`config.mk`:
```
export PLATFORM = sky130hd
export DESIGN_NAME = swm_master
export DESIGN_NICKNAME = d
export VERILOG_FILES = /design/src/hw/swm_pkg.sv /design/src/hw/swm_crc_if.sv /design/src/hw/swm_crc.sv /design/src/hw/swm_master.sv
export SDC_FILE = /design/constraint.sdc
export NUM_CORES = 1
export LEC_CHECK = 0
export ABC_AREA = 1
export BUFFER_PORTS_ARGS = -buffer_cell sky130_fd_sc_hd__buf_2
export CAP_MARGIN = 15
export CORE_ASPECT_RATIO = 0.8
export CORE_MARGIN = 10
export CORE_UTILIZATION = 50
export DETAILED_ROUTE_END_ITERATION = 12
export PLACE_DENSITY = 0.74
export SLEW_MARGIN = 15
export SYNTH_ARGS = -nofsm -noshare
export SYNTH_HDL_FRONTEND = slang
export SYNTH_HIERARCHICAL = 1
export SYNTH_SLANG_ARGS = --single-unit
```
`constraint.sdc`:
```
create_clock -name clock_in -period 2.99 [get_ports clock_in]
set_input_delay 0.1495 -clock clock_in [delete_from_list [all_inputs] [get_ports clock_in]]
set_output_delay 0.1495 -clock clock_in [all_outputs]
set_load 0.02 [all_outputs]
```
`src/hw/swm_pkg.sv`:
```
package swm_pkg;
    localparam int CLK_MHZ          = 50;
    localparam int RST_LOW_US       = 480;
    localparam int RST_LOW_FAST_US  = 48;
    localparam int RST_LONG_MAX_US  = 960;
    localparam int PRES_WAIT_US     = 70;
    localparam int PRES_WAIT_FAST_US = 8;
    localparam int SLOT_US          = 65;
    localparam int SLOT_FAST_US     = 8;
    localparam int LOW1_US          = 6;
    localparam int LOW1_FAST_US     = 1;
    localparam int SAMPLE_US        = 12;
    localparam int SAMPLE_FAST_US   = 2;
    localparam int REC_US           = 5;
    localparam int REC_FAST_US      = 2;
    localparam int RST_LOW_CYC      = RST_LOW_US * CLK_MHZ;
    localparam int RST_LOW_FAST_CYC = RST_LOW_FAST_US * CLK_MHZ;
    localparam int PRES_WAIT_CYC    = PRES_WAIT_US * CLK_MHZ;
    localparam int PRES_WAIT_FAST_CYC = PRES_WAIT_FAST_US * CLK_MHZ;
    localparam int SLOT_CYC         = SLOT_US * CLK_MHZ;
    localparam int SLOT_FAST_CYC    = SLOT_FAST_US * CLK_MHZ;
    localparam int LOW1_CYC         = LOW1_US * CLK_MHZ;
    localparam int LOW1_FAST_CYC    = LOW1_FAST_US * CLK_MHZ;
    localparam int SAMPLE_CYC       = SAMPLE_US * CLK_MHZ;
    localparam int SAMPLE_FAST_CYC  = SAMPLE_FAST_US * CLK_MHZ;
    localparam int REC_CYC          = REC_US * CLK_MHZ;
    localparam int REC_FAST_CYC     = REC_FAST_US * CLK_MHZ;
    localparam logic [7:0] CMD_SKIP      = 8'hcc;
    localparam logic [7:0] CMD_FAST_SKIP = 8'h3c;
    localparam logic [7:0] CMD_WRITE     = 8'h55;
    localparam logic [7:0] CMD_READ      = 8'haa;
    localparam logic [7:0] CMD_CONVERT   = 8'h3c;
    localparam logic [7:0] CONV_DONE     = 8'hff;
    localparam logic [15:0] CRC16_POLY_R = 16'ha001;
    localparam logic [7:0]  CRC8_POLY_R  = 8'h8c;
    typedef enum logic [1:0] {
        SWM_OP_RESET,
        SWM_OP_WRITE,
        SWM_OP_READ
    } swm_op_e;
endpackage

```
`src/hw/swm_crc_if.sv`:
```
`timescale 1ns/1ps
interface swm_crc_if;
    logic        clear;
    logic        load;
    logic [15:0] load_val;
    logic        shift;
    logic        bit_val;
    logic [15:0] crc16;
    logic [7:0]  crc8;
    modport ctl (output clear, output load, output load_val, output shift,
                 output bit_val, input crc16, input crc8);
    modport gen (input clear, input load, input load_val, input shift,
                 input bit_val, output crc16, output crc8);
endinterface

```
`src/hw/swm_crc.sv`:
```
`timescale 1ns/1ps
module swm_crc (
    input  wire logic clk_in,
    input  wire logic rst_n_in,
    swm_crc_if.gen    crc_if
);
    logic [15:0] crc16_ff;
    logic [15:0] nxt_crc16;
    logic [7:0]  crc8_ff;
    logic [7:0]  nxt_crc8;

    always_comb begin
        nxt_crc16 = crc16_ff;
        nxt_crc8  = crc8_ff;
        if (crc_if.clear) begin
            nxt_crc16 = 16'h0000;
            nxt_crc8  = 8'h00;
        end else if (crc_if.load) begin
            nxt_crc16 = crc_if.load_val;
        end else if (crc_if.shift) begin
            nxt_crc16 = {1'b0, crc16_ff[15:1]} ^
                ((crc16_ff[0] ^ crc_if.bit_val) ? swm_pkg::CRC16_POLY_R : 16'h0000);
            nxt_crc8  = {1'b0, crc8_ff[7:1]} ^
                ((crc8_ff[0] ^ crc_if.bit_val) ? swm_pkg::CRC8_POLY_R : 8'h00);
        end
    end

    always_ff @(posedge clk_in or negedge rst_n_in) begin
        if (!rst_n_in) begin
            crc16_ff <= 16'h0000;
            crc8_ff  <= 8'h00;
        end else begin
            crc16_ff <= nxt_crc16;
            crc8_ff  <= nxt_crc8;
        end
    end

    assign crc_if.crc16 = crc16_ff;
    assign crc_if.crc8  = crc8_ff;
endmodule

```
`src/hw/swm_master.sv`:
```
`timescale 1ns/1ps
module swm_master (
    input  wire logic       clock_in,
    input  wire logic       nrst_in,
    input  wire logic       req_in,
    input  wire logic [1:0] op_in,
    input  wire logic       long_rst_in,
    input  wire logic [7:0] wr_byte_in,
    input  wire logic       crc_clear_in,
    input  wire logic       crc_load_in,
    input  wire logic [15:0] crc_load_val_in,
    input  wire logic       crc_en_in,
    input  wire logic       line_in,
    output logic            line_out,
    output logic            line_oe_n_out,
    output logic            busy_out,
    output logic            done_out,
    output logic [7:0]      rd_byte_out,
    output logic            presence_out,
    output logic            fast_mode_flag_out,
    output logic [15:0]     crc16_out,
    output logic [7:0]      crc8_out
);
    typedef enum logic [2:0] {
        ST_IDLE, ST_RST_LOW, ST_RST_WAIT, ST_SLOT_LOW, ST_SLOT_REL, ST_REC, ST_FIN
    } swm_state_e;

    logic [1:0]  rst_sync_ff;
    logic        rst_n;
    logic [2:0]  line_sync_ff;
    logic        line_q_ff;
    logic        nxt_line_q;
    swm_state_e  state_ff, nxt_state;
    logic [15:0] cnt_ff, nxt_cnt;
    logic [2:0]  bit_ff, nxt_bit;
    logic [7:0]  sh_ff, nxt_sh;
    logic        rd_ff, nxt_rd;
    logic        crc_en_ff, nxt_crc_en;
    logic        long_ff, nxt_long;
    logic        fast_ff, nxt_fast;
    logic        pres_ff, nxt_pres;
    logic        busy_ff, nxt_busy;
    logic        done_ff, nxt_done;
    logic        drive_ff, nxt_drive;
    logic [7:0]  rdb_ff, nxt_rdb;
    logic        wr_fast_ff, nxt_wr_fast;
    logic [15:0] crc16_ff;
    logic [7:0]  crc8_ff;
    logic        smp_bit;

    swm_crc_if crc_if ();

    swm_crc u_crc (
        .clk_in   (clock_in),
        .rst_n_in (rst_n),
        .crc_if   (crc_if)
    );

    function automatic logic [15:0] pick(input logic f, input int reg_c, input int fast_c);
        pick = f ? 16'(fast_c) : 16'(reg_c);
    endfunction

    always_ff @(posedge clock_in or negedge nrst_in) begin
        if (!nrst_in) begin
            rst_sync_ff <= 2'h0;
        end else begin
            rst_sync_ff <= {rst_sync_ff[0], 1'b1};
        end
    end
    assign rst_n = rst_sync_ff[1];

    always_comb begin
        nxt_line_q = line_q_ff;
        if (line_sync_ff[2] == line_sync_ff[1]) begin
            nxt_line_q = line_sync_ff[1];
        end
    end

    assign smp_bit = line_q_ff;
    assign crc_if.clear    = crc_clear_in && (state_ff == ST_IDLE) && req_in;
    assign crc_if.load     = crc_load_in && (state_ff == ST_IDLE) && req_in;
    assign crc_if.load_val = crc_load_val_in;
    assign crc_if.shift    = crc_en_ff && (state_ff == ST_REC) && (cnt_ff == 16'h0000);
    assign crc_if.bit_val  = rd_ff ? sh_ff[7] : sh_ff[0];

    always_comb begin
        nxt_state  = state_ff;
        nxt_cnt    = cnt_ff;
        nxt_bit    = bit_ff;
        nxt_sh     = sh_ff;
        nxt_rd     = rd_ff;
        nxt_crc_en = crc_en_ff;
        nxt_long   = long_ff;
        nxt_fast   = fast_ff;
        nxt_pres   = pres_ff;
        nxt_busy   = busy_ff;
        nxt_done   = 1'b0;
        nxt_drive  = drive_ff;
        nxt_rdb    = rdb_ff;
        case (state_ff)
            ST_IDLE: begin
                if (req_in) begin
                    nxt_busy   = 1'b1;
                    nxt_bit    = 3'h0;
                    nxt_sh     = wr_byte_in;
                    nxt_crc_en = crc_en_in;
                    nxt_drive  = 1'b1;
                    if (op_in == swm_pkg::SWM_OP_RESET) begin
                        nxt_long  = long_rst_in || !fast_ff;
                        nxt_cnt   = nxt_long ? 16'(swm_pkg::RST_LOW_CYC)
                                             : 16'(swm_pkg::RST_LOW_FAST_CYC);
                        nxt_state = ST_RST_LOW;
                    end else begin
                        nxt_rd    = (op_in == swm_pkg::SWM_OP_READ);
                        nxt_state = ST_SLOT_LOW;
                        nxt_cnt   = pick(fast_ff, swm_pkg::LOW1_CYC, swm_pkg::LOW1_FAST_CYC);
                        if (op_in == swm_pkg::SWM_OP_WRITE && !wr_byte_in[0]) begin
                            nxt_cnt = pick(fast_ff, swm_pkg::SLOT_CYC, swm_pkg::SLOT_FAST_CYC);
                        end
                    end
                end
            end
            ST_RST_LOW: begin
                if (cnt_ff == 16'h0000) begin
                    nxt_drive = 1'b0;
                    if (long_ff) begin
                        nxt_fast = 1'b0;
                    end
                    nxt_pres  = 1'b0;
                    nxt_cnt   = pick(nxt_fast, swm_pkg::PRES_WAIT_CYC + swm_pkg::SLOT_CYC * 4,
                                     swm_pkg::PRES_WAIT_FAST_CYC + swm_pkg::SLOT_FAST_CYC * 3);
                    nxt_state = ST_RST_WAIT;
                end else begin
                    nxt_cnt = cnt_ff - 16'h0001;
                end
            end
            ST_RST_WAIT: begin
                if (!line_q_ff) begin
                    nxt_pres = 1'b1;
                end
                if (cnt_ff == 16'h0000) begin
                    nxt_state = ST_FIN;
                end else begin
                    nxt_cnt = cnt_ff - 16'h0001;
                end
            end
            ST_SLOT_LOW: begin
                if (cnt_ff == 16'h0000) begin
                    nxt_drive = 1'b0;
                    nxt_cnt   = pick(fast_ff, swm_pkg::SAMPLE_CYC - swm_pkg::LOW1_CYC,
                                     swm_pkg::SAMPLE_FAST_CYC - swm_pkg::LOW1_FAST_CYC);
                    nxt_state = ST_SLOT_REL;
                end else begin
                    nxt_cnt = cnt_ff - 16'h0001;
                end
            end
            ST_SLOT_REL: begin
                if (cnt_ff == 16'h0000) begin
                    if (rd_ff) begin
                        nxt_sh = {smp_bit, sh_ff[7:1]};
                    end
                    nxt_cnt   = pick(fast_ff, swm_pkg::SLOT_CYC + swm_pkg::REC_CYC,
                                     swm_pkg::SLOT_FAST_CYC + swm_pkg::REC_FAST_CYC);
                    nxt_state = ST_REC;
                end else begin
                    nxt_cnt = cnt_ff - 16'h0001;
                end
            end
            ST_REC: begin
                if (cnt_ff == 16'h0000) begin
                    if (!rd_ff) begin
                        nxt_sh = {1'b0, sh_ff[7:1]};
                    end
                    if (bit_ff == 3'h7) begin
                        nxt_state = ST_FIN;
                        if (rd_ff) begin
                            nxt_rdb = sh_ff;
                        end
                    end else begin
                        nxt_bit   = bit_ff + 3'h1;
                        nxt_drive = 1'b1;
                        nxt_cnt   = pick(fast_ff, swm_pkg::LOW1_CYC, swm_pkg::LOW1_FAST_CYC);
                        if (!rd_ff && !sh_ff[1]) begin
                            nxt_cnt = pick(fast_ff, swm_pkg::SLOT_CYC, swm_pkg::SLOT_FAST_CYC);
                        end
                        nxt_state = ST_SLOT_LOW;
                    end
                end else begin
                    nxt_cnt = cnt_ff - 16'h0001;
                end
            end
            ST_FIN: begin
                nxt_busy  = 1'b0;
                nxt_done  = 1'b1;
                nxt_state = ST_IDLE;
                if (!rd_ff && op_in != swm_pkg::SWM_OP_RESET && sh_ff == 8'h00
                    && bit_ff == 3'h7 && wr_fast_ff) begin
                    nxt_fast = 1'b1;
                end
            end
            default: begin
                nxt_state = ST_IDLE;
            end
        endcase
    end

    always_comb begin
        nxt_wr_fast = wr_fast_ff;
        if (state_ff == ST_IDLE && req_in) begin
            nxt_wr_fast = (op_in == swm_pkg::SWM_OP_WRITE) && (wr_byte_in == swm_pkg::CMD_FAST_SKIP)
                          && long_rst_in;
        end
    end

    always_ff @(posedge clock_in or negedge rst_n) begin
        if (!rst_n) begin
            line_sync_ff <= 3'h7;
            line_q_ff    <= 1'b1;
            state_ff     <= ST_IDLE;
            cnt_ff       <= 16'h0000;
            bit_ff       <= 3'h0;
            sh_ff        <= 8'h00;
            rd_ff        <= 1'b0;
            crc_en_ff    <= 1'b0;
            long_ff      <= 1'b1;
            fast_ff      <= 1'b0;
            pres_ff      <= 1'b0;
            busy_ff      <= 1'b0;
            done_ff      <= 1'b0;
            drive_ff     <= 1'b0;
            rdb_ff       <= 8'h00;
            wr_fast_ff   <= 1'b0;
            crc16_ff     <= 16'h0000;
            crc8_ff      <= 8'h00;
        end else begin
            line_sync_ff <= {line_sync_ff[1:0], line_in};
            line_q_ff    <= nxt_line_q;
            state_ff     <= nxt_state;
            cnt_ff       <= nxt_cnt;
            bit_ff       <= nxt_bit;
            sh_ff        <= nxt_sh;
            rd_ff        <= nxt_rd;
            crc_en_ff    <= nxt_crc_en;
            long_ff      <= nxt_long;
            fast_ff      <= nxt_fast;
            pres_ff      <= nxt_pres;
            busy_ff      <= nxt_busy;
            done_ff      <= nxt_done;
            drive_ff     <= nxt_drive;
            rdb_ff       <= nxt_rdb;
            wr_fast_ff   <= nxt_wr_fast;
            crc16_ff     <= ~crc_if.crc16;
            crc8_ff      <= crc_if.crc8;
        end
    end

    assign line_out           = 1'b0;
    assign line_oe_n_out      = !drive_ff;
    assign busy_out           = busy_ff;
    assign done_out           = done_ff;
    assign rd_byte_out        = rdb_ff;
    assign presence_out       = pres_ff;
    assign fast_mode_flag_out = fast_ff;
    assign crc16_out          = crc16_ff;
    assign crc8_out           = crc8_ff;
endmodule

```
### Word level (Yosys, flattened, before mapping)

Index checks and enable logic that the tools add are counted.

| storage, ports and cells | value |
|---|---|
| register bits | 101 |
| bits in latches | 0 |
| RAM bits | 0 |
| memory bits (read-only) | 0 |
| bits of input ports | 34 |
| word-level logic and storage cells | 163 |
| memories kept | 0 |

| operators by class | value |
|---|---|
| add/sub/neg operators | 2 |
| multiply operators | 0 |
| divide/modulo/power cells | 0 |
| $lt $le $gt $ge | 0 |
| equal/unequal tests | 26 |
| shifts and indexed selects | 0 |
| muxes and demuxes | 59 |
| bitwise operators | 6 |
| reduce and logical (&&, ||, !) cells | 49 |

Operators by type and width:

| kind | count |
|---|---|
| two-way mux 16 bit | 11 |
| one-hot mux 16 bit (6 select lines) | 1 |
| two-way mux 8 bit | 9 |
| two-way mux 12 bit | 4 |
| two-way mux 15 bit | 3 |
| two-way mux 3 bit | 10 |
| inequality test 2 bit, second input constant | 12 |
| one-hot mux 8 bit (3 select lines) | 1 |
| one-hot mux 3 bit (6 select lines) | 1 |
| zero test 16 bit | 1 |
| NOT 16 bit | 1 |
| subtractor 16 x 1 -> 16 bit, second input constant | 1 |
| XOR 15 x 16 -> 16 bit | 1 |
| logical AND 1 bit | 15 |
| equality test 3 bit, second input constant | 4 |
| two-way mux 1 bit | 12 |
| AND reduction 3 bit | 4 |
| AND reduction 4 bit | 3 |
| AND reduction 6 bit | 2 |
| nonzero test 2 bit | 6 |
| two-way mux 9 bit | 1 |
| nonzero test 3 bit | 3 |
| equality test 8 x 6 -> 1 bit, second input constant | 1 |
| zero test 8 bit | 1 |
| 23 further kinds | 34 |

### Depth between registers and ports, before layout

Gate-level depths: netlist of the first run.

| depth | value |
|---|---|
| depth in word-level cells | 7 |
| depth in mapped cells | 13 |
| mapped depth without buffers | 13 |

### Cells and area by module

Netlist of the first run, hierarchy kept.

By module, submodules not included:

| module | times used | cells each | area each (sq um) | seq. area each (sq um) |
|---|---|---|---|---|
| swm_master | 1 | 530 | 4157.7 | 1933.1 |
| swm_crc | 1 | 151 | 1253.7 | 600.6 |

### Least setup slack after synthesis of the first run

No wires, ideal clock.

| path | value |
|---|---|
| path type | reg-to-reg |
| start point | register cnt_ff[0] |
| end point | register u_crc.crc16_ff[10], in the netlist u_crc/crc_if.crc16[10] |
| library setup time | 0.124 ns |
| data arrival time | 1.802 ns |
| data required time | 2.866 ns |
| slack | 1.064 ns |
| cell stages (with the launch flop) | 14 |
| path buffers | 2 |
| cells stage by stage | dfrtp_1 > inv_1 > ha_1 > nand3_1 > nor2_1 > nand2_1 > buf_2 > nor2_1 > nor2_1 > nand2_1 > inv_2 > buf_6 > nand2_1 > o31ai_2 |

| on the way | value |
|---|---|
| word-level cells in the longest chain between the ends | 3 |

Ends and longest elaborated chain:

| what | line | source |
|---|---|---|
| start: declaration | swm_master.sv:34 | `logic [15:0] cnt_ff, nxt_cnt;` |
| start signal: assignment | swm_master.sv:239 | `cnt_ff <= nxt_cnt;` |
| zero test 16 bit | swm_master.sv:83 | `assign crc_if.shift = crc_en_ff && (state_ff == ST_REC) && (cnt_ff == 16'h0000);` |
| logical AND 1 bit | swm_master.sv:83 |  |
| named net crc_if.shift | swm_crc_if.sv:6 | `logic shift;` |
| nonzero test 3 bit (no line) | n/a |  |
| end signal: assignment | swm_crc.sv:33 | `crc16_ff <= nxt_crc16;` |
| end: declaration | swm_crc.sv:7 | `logic [15:0] crc16_ff;` |

The timed path passes the listed nets, and every way through them passes these cells.
A chain may end at the register's enable or synchronous reset.

### Worst setup path in the final report of the first run

| path | value |
|---|---|
| start point | register cnt_ff[0] |
| end point | register cnt_ff[1] |

| on the way | value |
|---|---|
| word-level cells in the longest chain between the ends | 3 |
| elaborated cells on any way between the ends | 11 |

Ends and longest elaborated chain:

| what | line | source |
|---|---|---|
| subtractor 16 x 1 -> 16 bit or zero test 16 bit (tied branches) | n/a |  |
| two-way mux 16 bit, or another cell as far along | swm_master.sv:170 | `if (cnt_ff == 16'h0000) begin` |
| one-hot mux 16 bit (6 select lines) or AND reduction 4 bit (tied branches) | n/a |  |

Several ways; a longest one is shown, not always the timed one. The select of a mux whose other input is x is not followed.

==> flow_summary.json, run 1 <==
{
  "groute.layer.met1.usage": 0.260,
  "worst-endpoint-required_ns": 3.23,
  "timing.max_slew.rel_slack": 0.550,
  "report.final.hold_viol_count": 0,
  "post-cts-setup-buffers": 0,
  "post_synth_main_area_contributors": "dfrtp_1 (44%), nand2_1 (13%), inv_1 (6.6%)",
  "ios": 72,
  "layoutNonFillerInstCount": 904,
  "cell_family_with_the_largest_share_of_critical_path_delay": "simple AND/OR/NAND/NOR gates",
  "critical_path.max_stage_delay_ns": 0.36,
  "skew_ns": 0.0130,
  "cts-root-buf": "clkbuf_16",
  "synth.yosys.warnings": 6,
  "finalNetCount": 805,
  "drv_slew": 0,
  "firstDrtPassIters": 6,
  "area_delta_synth_final_pct": 15.3,
  "fin_crit_sh": 0.833,
  "cap_violations": 0,
  "end_kind": "flip-flop",
  "cts.htree.levels": 3,
  "critical_path_arrival_ns": 2.73,
  "critPathBufInv": 4,
  "place.port_buffers": 70,
  "detailed_place_hpwl_mm": 10.7,
  "clock_pin_slew_of_the_registers_on_the_worst_case_setup_and_hold_paths_ns": 0.07,
  "cts_sinks": 101,
  "grt.overflow.total": 0,
  "floorplan.initialDensity": 0.520,
  "global_route_met3_utilization": 0.0495,
  "timing.critical_path.cells": "inv_1 > ha_1 > nand3_1 > nor2_1 > nand2_1 > inv_2 > nand2_1 > nand3_2 > inv_1 > nand2_1 > inv_1 > nand2_1 > nand2_1",
  "synth_async_sr_flop_share": 1.00,
  "die_height_um": 113,
  "setup_repair_after_global_routing_missed_its_margin": "false",
  "yosysTopAreaCell": "dfrtp_1",
  "post-route-drc-count": 0,
  "routed_wire_length_mm": 14.2,
  "crit_top_cell": "nand2_1",
  "achievable-frequency_ghz": 0.401,
  "num_vias": 4761,
  "cell_with_the_most_instances_after_synthesis": "nand2_1",
  "drive_above_1_share": 0.185,
  "maximum_number_of_pins_on_one_net_before_global_route_repair": 49,
  "finalSetupTns_ns": 0,
  "grt-busiest-layer": "met2",
  "synth-seq-cells": 101,
  "placementRows": 33,
  "post_drt_wl_per_cell_um": 15.7,
  "antenna_found_initial": 0,
  "holdCritPathClass": "in2reg",
  "cts_resized": 0,
  "ys_seq_area_frac": 0.468,
  "synth_edf_count": 0,
  "cts_tree": "built",
  "netlist-cell-type-count": 43,
  "vias_in_the_first_global_route": 4708,
  "ctsHoldBuffers": 3,
  "detail_route.vias_per_cell": 5.27,
  "synth_cells": 681,
  "synth_top_cell_area_share": 0.444,
  "clock_insertion_delay_worst_skew_ns": 0.35,
  "place_inst": 885,
  "antenna_left": 0,
  "cts.path.max_buffers": 2,
  "power_density_relative_to_cell_area_nw_per_um2": 439,
  "die_span_x_um": 136,
  "postSynthNetCount": 727,
  "fp.dieArea_um2": 15400,
  "gr-usage-all-layers": 0.188,
  "path_class": "reg2reg",
  "grt_first_pass_wirelength_mm": 23.4,
  "synth.avg_cell_area_um2": 7.95,
  "setup_violations": 0,
  "diodes": 0,
  "vdd.ir_drop.worst_mv": 0.300,
  "coreArea_um2": 10400,
  "static-leakage-power_nw": 3.18,
  "synth_common_cells": "nand2_1 (184), dfrtp_1 (96), inv_1 (95)",
  "result_of_the_run": "completed",
  "crit_path_start_kind": "flip-flop",
  "globalRouteMet2Util": 0.286,
  "timing.critical_path.slowest_stage_cell": "dfrtp_1",
  "ys_dominant_reg_cell": "dfrtp_1",
  "cts-buffers-inserted": 9,
  "critical_path_peak_fanout": 21,
  "tightestPinTransition_ns": 0.675,
  "finalWorstPathRequiredPeriod_ns": 2.49,
  "syn-cell-area_um2": 5410,
  "first_iter_violations": 469,
  "routabilityCongestion": 0.994
}
[sequential cells by signal, indices dropped and copies added (netlist names), 2 cells and up]
signal	flops
crc16_out	16
rst_sync_ff	2
cnt_ff	16
rd_byte_out	8
u_crc/crc_if.crc8	8
bit_ff	3
crc8_out	8
u_crc/crc_if.crc16	16
line_sync_ff	3
state_ff	3
sh_ff	8
[final timing paths]
kind                                                from                                to  slack (ns)  depth (start not counted)
worst max-delay path               cnt_ff[0]$_DFFE_PN0P_             cnt_ff[1]$_DFFE_PN0P_        0.50                         13
worst min-delay path                            op_in[0]                 rd_ff$_DFFE_PN0P_        0.04                          2
worst max register to register     cnt_ff[0]$_DFFE_PN0P_             cnt_ff[1]$_DFFE_PN0P_        0.50                         13
worst min register to register  rst_sync_ff[1]$_DFF_PN0_  u_crc/crc_if.crc8[6]$_DFFE_PN0P_        0.33                          0
max in group asynchronous       rst_sync_ff[1]$_DFF_PN0_               long_ff$_DFFE_PN1P_        1.82                          1
min in group asynchronous                        nrst_in          rst_sync_ff[1]$_DFF_PN0_        0.12                          2
[stage by stage]
stage                     cell area, um2  hold slack, ns  utilization  worst slack, ns  power, mW
after floorplan                     5410          -0.146            -             1.06       1.43
after detailed placement            5880         -0.0633        0.565            0.601       1.47
final                               6240          0.0440        0.600            0.499       2.74
after CTS                           6240          0.0346        0.600            0.544       2.77
after global placement              5880         -0.0662        0.565            0.660       1.47
after global routing                6240          0.0452        0.600            0.215       2.84
[placed cells by master, fill, tap and decap left out, types with 12 or more instances in the layout]
| cell | n |
|---|---|
| nand3_1 | 44 |
| inv_1 | 95 |
| o21ai_0 | 39 |
| buf_2 | 70 |
| nand2_1 | 184 |
| xor2_1 | 12 |
| nor2_1 | 77 |
| ha_1 | 12 |
| a21oi_1 | 15 |
| dfrtp_1 | 95 |
[area by class of cell]
type / count / area, um2
fill: 980 / 4160
sequential: 101 / 2540
multi-input combinational: 464 / 2370
timing repair buffer: 80 / 433
inverter: 103 / 392
clock buffer: 10 / 229
tap: 140 / 175
clock inverter: 6 / 105
[where the power goes]
part | switching (mW) | internal (mW)
clock | 0.540 | 0.752
combinational | 0.0362 | 0.0240
sequential | 0.0140 | 1.37
total | 0.590 | 2.15
[metal layers]
metal	vias up	share of wire
li1	2290	-
met1	2268	0.46
met2	186	0.45
met3	17	0.079
met4	0	0.013
met5	-	0
[kinds of logic (layout without fill, tap and decap cells)]
family,Yosys count,after routing,synth area share
and+or+nand+nor,339,339,0.267
buffers and inverters,116,199,0.0939
DFF,101,101,0.468
AOI/OAI and AO/OA,89,89,0.104
adders and majority gates,13,13,0.0296
xor gates and xnor gates,12,12,0.0194
muxes,9,9,0.0169
other,2,2,0.00139
No activity file was read; power rests on OpenSTA's default activity.
==> run 2: changes to the inputs <==
- ABC_AREA: 1 -> 0
- PLACE_DENSITY: 0.74 -> 0.72
- clock period: 2.99 -> 2.4 ns (I/O delays scaled with it)
==> run 2 against run 1 <==
Compared with the run above: the run now ends with setup timing left; non-clock buffer count rose by 69; clock-buffer cell count did not move; routed wire length rose by 16%; via count rose by 1.5%; synthesized cell count fell by 19%; power rose by 39%; critical path depth fell by 3; core utilization rose by 8.0 points; largest power group unchanged.
==> flow_summary.json, run 2 <==
{
  "synth_common_cells": "dfrtp_1 (96), nand2_1 (63), nor2_1 (51)",
  "layout_fillers": 808,
  "layout.cell_area.non_filler_um2": 6990,
  "worst-endpoint-required_ns": 2.62,
  "path_class": "reg2reg",
  "post-route-drc-count": 0,
  "antenna_found_initial": 0,
  "grt.overflow.total": 0,
  "post_synth_main_area_contributors": "dfrtp_1 (45%), mux2_2 (5.3%), nand2_1 (4.5%)",
  "clock_insertion_delay_worst_skew_ns": 0.35,
  "fp.dieArea_um2": 15100,
  "finalWorstPathRequiredPeriod_ns": 2.51,
  "timing.max_slew.rel_slack": 0.634,
  "final_common_cell": "dfrtp_1",
  "rr_startpoint": "cnt_ff[13]$_DFFE_PN0P_",
  "grt-busiest-layer": "met2",
  "setup_repair_after_global_routing_missed_its_margin": "true",
  "violated_checks": "setup timing",
  "firstDrtPassIters": 5,
  "highest_count_cells_in_the_layout_ignoring_fill_and_taps": "dfrtp_1 (95), buf_2 (71), nand2_1 (60)",
  "area_delta_synth_final_pct": 32.3,
  "detail_route.vias_per_cell": 5.88,
  "postSynthNetCount": 595,
  "power.share.clock": 0.392,
  "critical_path_arrival_ns": 2.74,
  "post_drt_wl_per_cell_um": 20.0,
  "post_synth_adder_cell_area": 0.0303,
  "placementRows": 33,
  "synth.yosys.warnings": 6,
  "vias_in_the_first_global_route": 4746,
  "num_vias": 4833,
  "synth_top_cell_area_share": 0.454,
  "power.internal_mw": 2.81,
  "coreArea_um2": 10300,
  "skew_ns": 0.00938,
  "report.final.hold_viol_count": 0,
  "groute.layer.met1.usage": 0.284,
  "antenna_left": 0,
  "cell_with_the_most_instances_after_synthesis": "dfrtp_1",
  "drv_slew": 0,
  "multi_input_gate_area_in_the_final_layout_um2": 2780,
  "drive_above_1_share": 0.356,
  "setup_violations": 17,
  "cts_sinks": 101,
  "ys_dominant_reg_cell": "dfrtp_1",
  "synth_cells": 549,
  "routabilityCongestion": 0.982,
  "synth_async_sr_flop_share": 1.00,
  "final_core_util": 0.680,
  "finalNetCount": 723,
  "vdd.ir_drop.worst_mv": 0.395,
  "worst_slack_ns": -0.114,
  "cts-root-buf": "clkbuf_16",
  "ys_seq_area_frac": 0.479,
  "grt_first_pass_wirelength_mm": 25.4,
  "cts_tree": "built",
  "crit_path_start_kind": "flip-flop",
  "critical_path_peak_fanout": 8,
  "die_height_um": 112,
  "critPathLaunch": "cnt_ff[13]$_DFFE_PN0P_",
  "syn-cell-area_um2": 5290,
  "power.share.switching": 0.262,
  "holdCritPathClass": "in2reg",
  "yosysTopAreaCell": "dfrtp_1",
  "main_combinational_cell_family_by_area_after_synthesis": "simple AND/OR/NAND/NOR gates",
  "hold_path.startpoint": "crc_load_val_in[12]",
  "result_of_the_run": "finished with violations",
  "synthSimpleGateAreaFrac": 0.188,
  "end_kind": "flip-flop",
  "die_span_x_um": 135,
  "cts.path.max_buffers": 2,
  "power_density_relative_to_cell_area_nw_per_um2": 544,
  "p_seq_frac": 0.499,
  "detailed_place_hpwl_mm": 11.2,
  "synth-compound-area-share": 0.150,
  "clock_pin_slew_of_the_registers_on_the_worst_case_setup_and_hold_paths_ns": 0.07,
  "place.port_buffers": 70,
  "cap_violations": 0,
  "power_switching_uw": 995,
  "cts-buffers-inserted": 9,
  "netlist-cell-type-count": 71,
  "total_power_mw": 3.80,
  "globalRouteMet2Util": 0.311,
  "synth_edf_count": 0,
  "static-leakage-power_nw": 3.15,
  "comb_power_share": 0.109,
  "first_iter_violations": 660,
  "maximum_number_of_pins_on_one_net_before_global_route_repair": 100,
  "floorplan.initialDensity": 0.514,
  "cts.htree.levels": 3,
  "achievable-frequency_ghz": 0.398,
  "global_route_met3_utilization": 0.0562,
  "synth.avg_cell_area_um2": 9.63,
  "synth-seq-cells": 101,
  "seq_area_um2": 2540,
  "fin_crit_sh": 1.05,
  "post_synth_xor_xnor_area": 0.0199,
  "gr-usage-all-layers": 0.206,
  "diodes": 0,
  "tightestPinTransition_ns": 0.549,
  "ios": 72,
  "routed_wire_length_mm": 16.4,
  "synth_mux_area_frac": 0.0779,
  "dpl-instance-area_um2": 6150
}
-- run 2: cell count changes in the layout (fill, tap and decap cells not counted), moves of 9 or more --
cell     change
nand2_1    -124
inv_1       -61
buf_4       +50
nand3_1     -36
nor2_1      -30
o21ai_0     -25
mux2_2      +13
mux2_4      +11
a21oi_1     +10
buf_6       +10
a31oi_1      +9
-- run 2: final timing paths --
path                                                            to  slack (ns)  cells past startpoint
worst max-delay path            u_crc/crc_if.crc16[14]$_DFFE_PN0P_       -0.11                     10
worst min-delay path            u_crc/crc_if.crc16[12]$_DFFE_PN0P_        0.03                      3
worst max register to register  u_crc/crc_if.crc16[14]$_DFFE_PN0P_       -0.11                     10
worst min register to register               cnt_ff[6]$_DFFE_PN0P_        0.34                      1
max in group asynchronous                     sh_ff[1]$_DFFE_PN0P_        1.60                      1
min in group asynchronous                 rst_sync_ff[0]$_DFF_PN0_        0.09                      2
-- run 2: power by group through the flow --
stage / Clock, mW / Sequential (mW) / Combinational [mW]
finish: 1.49 / 1.90 / 0.413
CTS: 1.52 / 1.88 / 0.384
global placement: 0 / 1.91 / 0.368
global route: 1.58 / 1.91 / 0.454
detailed placement: 0 / 1.91 / 0.376
floorplan: 0 / 1.92 / 0.218
-- run 2: worst max-delay path, stage by stage, from the launching register on --
cell,delay [ns]
dfrtp_1,0.38
or4_4,0.55
buf_6,0.14
nor3_4,0.17
nand3_2,0.14
nor3_4,0.16
buf_4,0.16
buf_8,0.14
mux2_4,0.32
mux2i_1,0.17
nor2_1,0.07
-- run 2: timing repair --
item | CTS | global route
hold endpoints to repair | 5 | 0
setup buffers | 5 | 11
gates cloned | 2 | 2
endpoints found under the setup margin | 29 | 49
hold buffers | 4 | 0
gates resized for setup | 10 | 76
pin swaps | 4 | 20
-- run 2: area by class of cell --
class / count / share of cell area
clock inverter: 6 / 0.0100
tap: 140 / 0.0250
multi-input combinational: 382 / 0.397
timing repair buffer: 149 / 0.154
clock buffer: 10 / 0.0327
sequential: 101 / 0.363
inverter: 34 / 0.0182
-- run 2: layer usage --
layer	wire length [um]	up-vias
li1	-	2187
met1	7320	2370
met2	7560	242
met3	1220	34
met4	305	0
met5	0	-
-- run 2: kinds of logic after synthesis --
logic type               count (synthesis)
buffers and inverters                   66
AND/OR/NAND/NOR                        198
adder cells (fa/ha/maj)                 13
AO/OA/AOI/OAI                          119
multiplexers                            38
XOR/XNOR                                12
flip-flops                             101
other                                    2
-- run 2: per-stage QoR --
step,worst slack [ns],TNS [ns],hold slack [ns],std cells
final,-0.114,-0.804,0.0250,822
after global placement,-0.0578,-0.132,-0.0951,783
after floorplan,0.00645,0,-0.176,549
after CTS,-0.0289,-0.314,0.0132,810
after detailed placement,-0.0943,-0.864,-0.0917,783
after global routing,-0.210,-3.55,0.0431,822
==> run 3: changes to the inputs <==
--- a/constraint.sdc
+++ b/constraint.sdc
@@ -3,2 +3,2 @@
 set_output_delay 0.12 -clock clock_in [all_outputs]
-set_load 0.02 [all_outputs]
+set_load 0.1 [all_outputs]
==> run 3 against run 2 <==
Compared with the run above: the flow still finishes with violations (setup timing); clock-buffer cell count decreased by 1; flip-flop and latch count stayed put; design area decreased by 4.7%; hold slack got worse by 0.0095 ns; sequential share of layout area increased by 1.8 points; critical path depth decreased by 1; power fell by 1.1%; first-iteration DRC count fell by 29%; critical path type unchanged; critical endpoint is now u_crc/crc_if.crc16[6]$_DFFE_PN0P_; largest cell class unchanged.
==> flow_summary.json, run 3 (same netlist as run 2, synthesis figures left out) <==
{
  "critical_path_peak_fanout": 4,
  "worst_hold_path.endpoint": "u_crc/crc_if.crc16[8]$_DFFE_PN0P_",
  "worst_slack_ns": -0.0126,
  "static-leakage-power_nw": 3.03,
  "firstDrtPassIters": 7,
  "timing.reg2reg.setup_slack_ns": -0.01,
  "post_drt_wl_per_cell_um": 19.6,
  "finalNetCount": 708,
  "ios": 72,
  "tightestPinTransition_ns": 0.770,
  "highest_count_cells_in_the_layout_ignoring_fill_and_taps": "dfrtp_1 (94), buf_2 (70), nand2_1 (63)",
  "drive_above_1_share": 0.315,
  "vdd.ir_drop.worst_mv": 0.354,
  "cts.path.max_buffers": 2,
  "layoutNonFillerInstCount": 807,
  "first_iter_violations": 467,
  "skew_ns": 0.00936,
  "end_kind": "flip-flop",
  "power_density_relative_to_cell_area_nw_per_um2": 564,
  "num_vias": 4699,
  "detailed_place_hpwl_mm": 11.5,
  "grt.overflow.total": 0,
  "violated_checks": "setup timing",
  "die_height_um": 112,
  "grt_first_pass_wirelength_mm": 24.8,
  "achievable-frequency_ghz": 0.414,
  "coreArea_um2": 10300,
  "fin_crit_sh": 1.01,
  "total_power_mw": 3.76,
  "clock_pin_slew_of_the_registers_on_the_worst_case_setup_and_hold_paths_ns": 0.07,
  "timing.max_slew.rel_slack": 0.485,
  "report.final.hold_viol_count": 0,
  "routed_wire_length_mm": 15.8,
  "clock_insertion_delay_worst_skew_ns": 0.35,
  "result_of_the_run": "finished with violations",
  "cts-root-buf": "clkbuf_16",
  "cts_tree": "built",
  "place_inst": 781,
  "die_span_x_um": 135,
  "fp.dieArea_um2": 15100,
  "whs_ns": 0.0155,
  "finalWorstPathRequiredPeriod_ns": 2.41,
  "place.port_buffers": 70,
  "cap_violations": 0,
  "timing.reg2reg.worst_path_depth": 9,
  "cts.htree.levels": 3,
  "area_delta_synth_final_pct": 26.1,
  "diodes": 0,
  "post-route-drc-count": 0,
  "placementRows": 33,
  "vias_in_the_first_global_route": 4653,
  "holdCritPathClass": "in2reg",
  "detail_route.vias_per_cell": 5.82,
  "setup_violations": 3,
  "worst-endpoint-required_ns": 2.64,
  "maximum_number_of_pins_on_one_net_before_global_route_repair": 40,
  "dpl_worst_slack_ns": -0.0248,
  "cts_sinks": 101,
  "antenna_found_initial": 0,
  "critical_path.reg2reg.endpoint": "u_crc/crc_if.crc16[6]$_DFFE_PN0P_",
  "path_class": "reg2reg",
  "drv_slew": 0,
  "critical_path_arrival_ns": 2.65,
  "floorplan.initialDensity": 0.514,
  "worstHoldPathCells": 3,
  "routabilityCongestion": 0.943,
  "gr-usage-all-layers": 0.202,
  "hold_path.startpoint": "crc_load_val_in[8]",
  "crit_path_start_kind": "flip-flop",
  "layout_fillers": 824,
  "rr_startpoint": "cnt_ff[13]$_DFFE_PN0P_",
  "final_common_cell": "dfrtp_1",
  "antenna_left": 0,
  "setup_repair_after_global_routing_missed_its_margin": "true",
  "cts-buffers-inserted": 9,
  "final_core_util": 0.649
}
## run 3: report_power, final
group          total [mW]  switching (mW)  internal (mW)
clock                1.40           0.678          0.720
sequential           1.91           0.114           1.79
combinational       0.455           0.271          0.184
total                3.76            1.06           2.70
## run 3: timing repair
item / CTS / global route
hold buffers: 4 / 0
resized for setup: 2 / 34
hold endpoints to repair: 5 / 0
endpoints found under the setup margin: 7 / 40
pin swaps: 0 / 5
setup buffers: 0 / 4
cloned: 0 / 2
## run 3: per-stage QoR
step	setup TNS, ns	instance area [um2]
floorplan	0	5330
global placement	0	6150
detailed placement	-0.0681	6150
CTS	0	6490
global route	-1.42	6670
finish	-0.0215	6670
## run 3: how the worst max path moves through the flow
stage                     depth (start not counted)                                  to  slack [ns]               startpoint
after CTS                                         9    u_crc/crc_if.crc8[7]$_DFFE_PN0P_        0.02   cnt_ff[13]$_DFFE_PN0P_
after floorplan                                   9  u_crc/crc_if.crc16[10]$_DFFE_PN0P_       0.006  state_ff[0]$_DFFE_PN0P_
after global placement                            6               cnt_ff[3]$_DFFE_PN0P_       0.009   cnt_ff[13]$_DFFE_PN0P_
after global routing                              9   u_crc/crc_if.crc16[5]$_DFFE_PN0P_       -0.15   cnt_ff[13]$_DFFE_PN0P_
final                                             9   u_crc/crc_if.crc16[6]$_DFFE_PN0P_       -0.01   cnt_ff[13]$_DFFE_PN0P_
after detailed placement                          7              cnt_ff[14]$_DFFE_PN0P_       -0.02   cnt_ff[13]$_DFFE_PN0P_
## run 3: final cells by class
cell class	instances	area, um2	area share
clock buffer	9	225	0.0338
clock inverter	7	60.1	0.00901
inverter	34	128	0.0191
multi-input combinational	382	2610	0.392
sequential	101	2540	0.381
tap	140	175	0.0263
timing repair buffer	134	931	0.140
## run 3: worst max-delay path, stage by stage, from the launching register on
cell and delay, ns:
dfrtp_1 0.39, or4_4 0.57, nor3_4 0.20, nand3_2 0.14
nor3_4 0.20, buf_6 0.14, buf_4 0.13, mux2_2 0.33
mux2i_1 0.14, nor2_1 0.05
## run 3: per-layer routing
metal  part of all wire  track usage
met5                  0            0
met4              0.014       0.0501
met3              0.082       0.0611
met2               0.46        0.308
met1               0.44        0.275
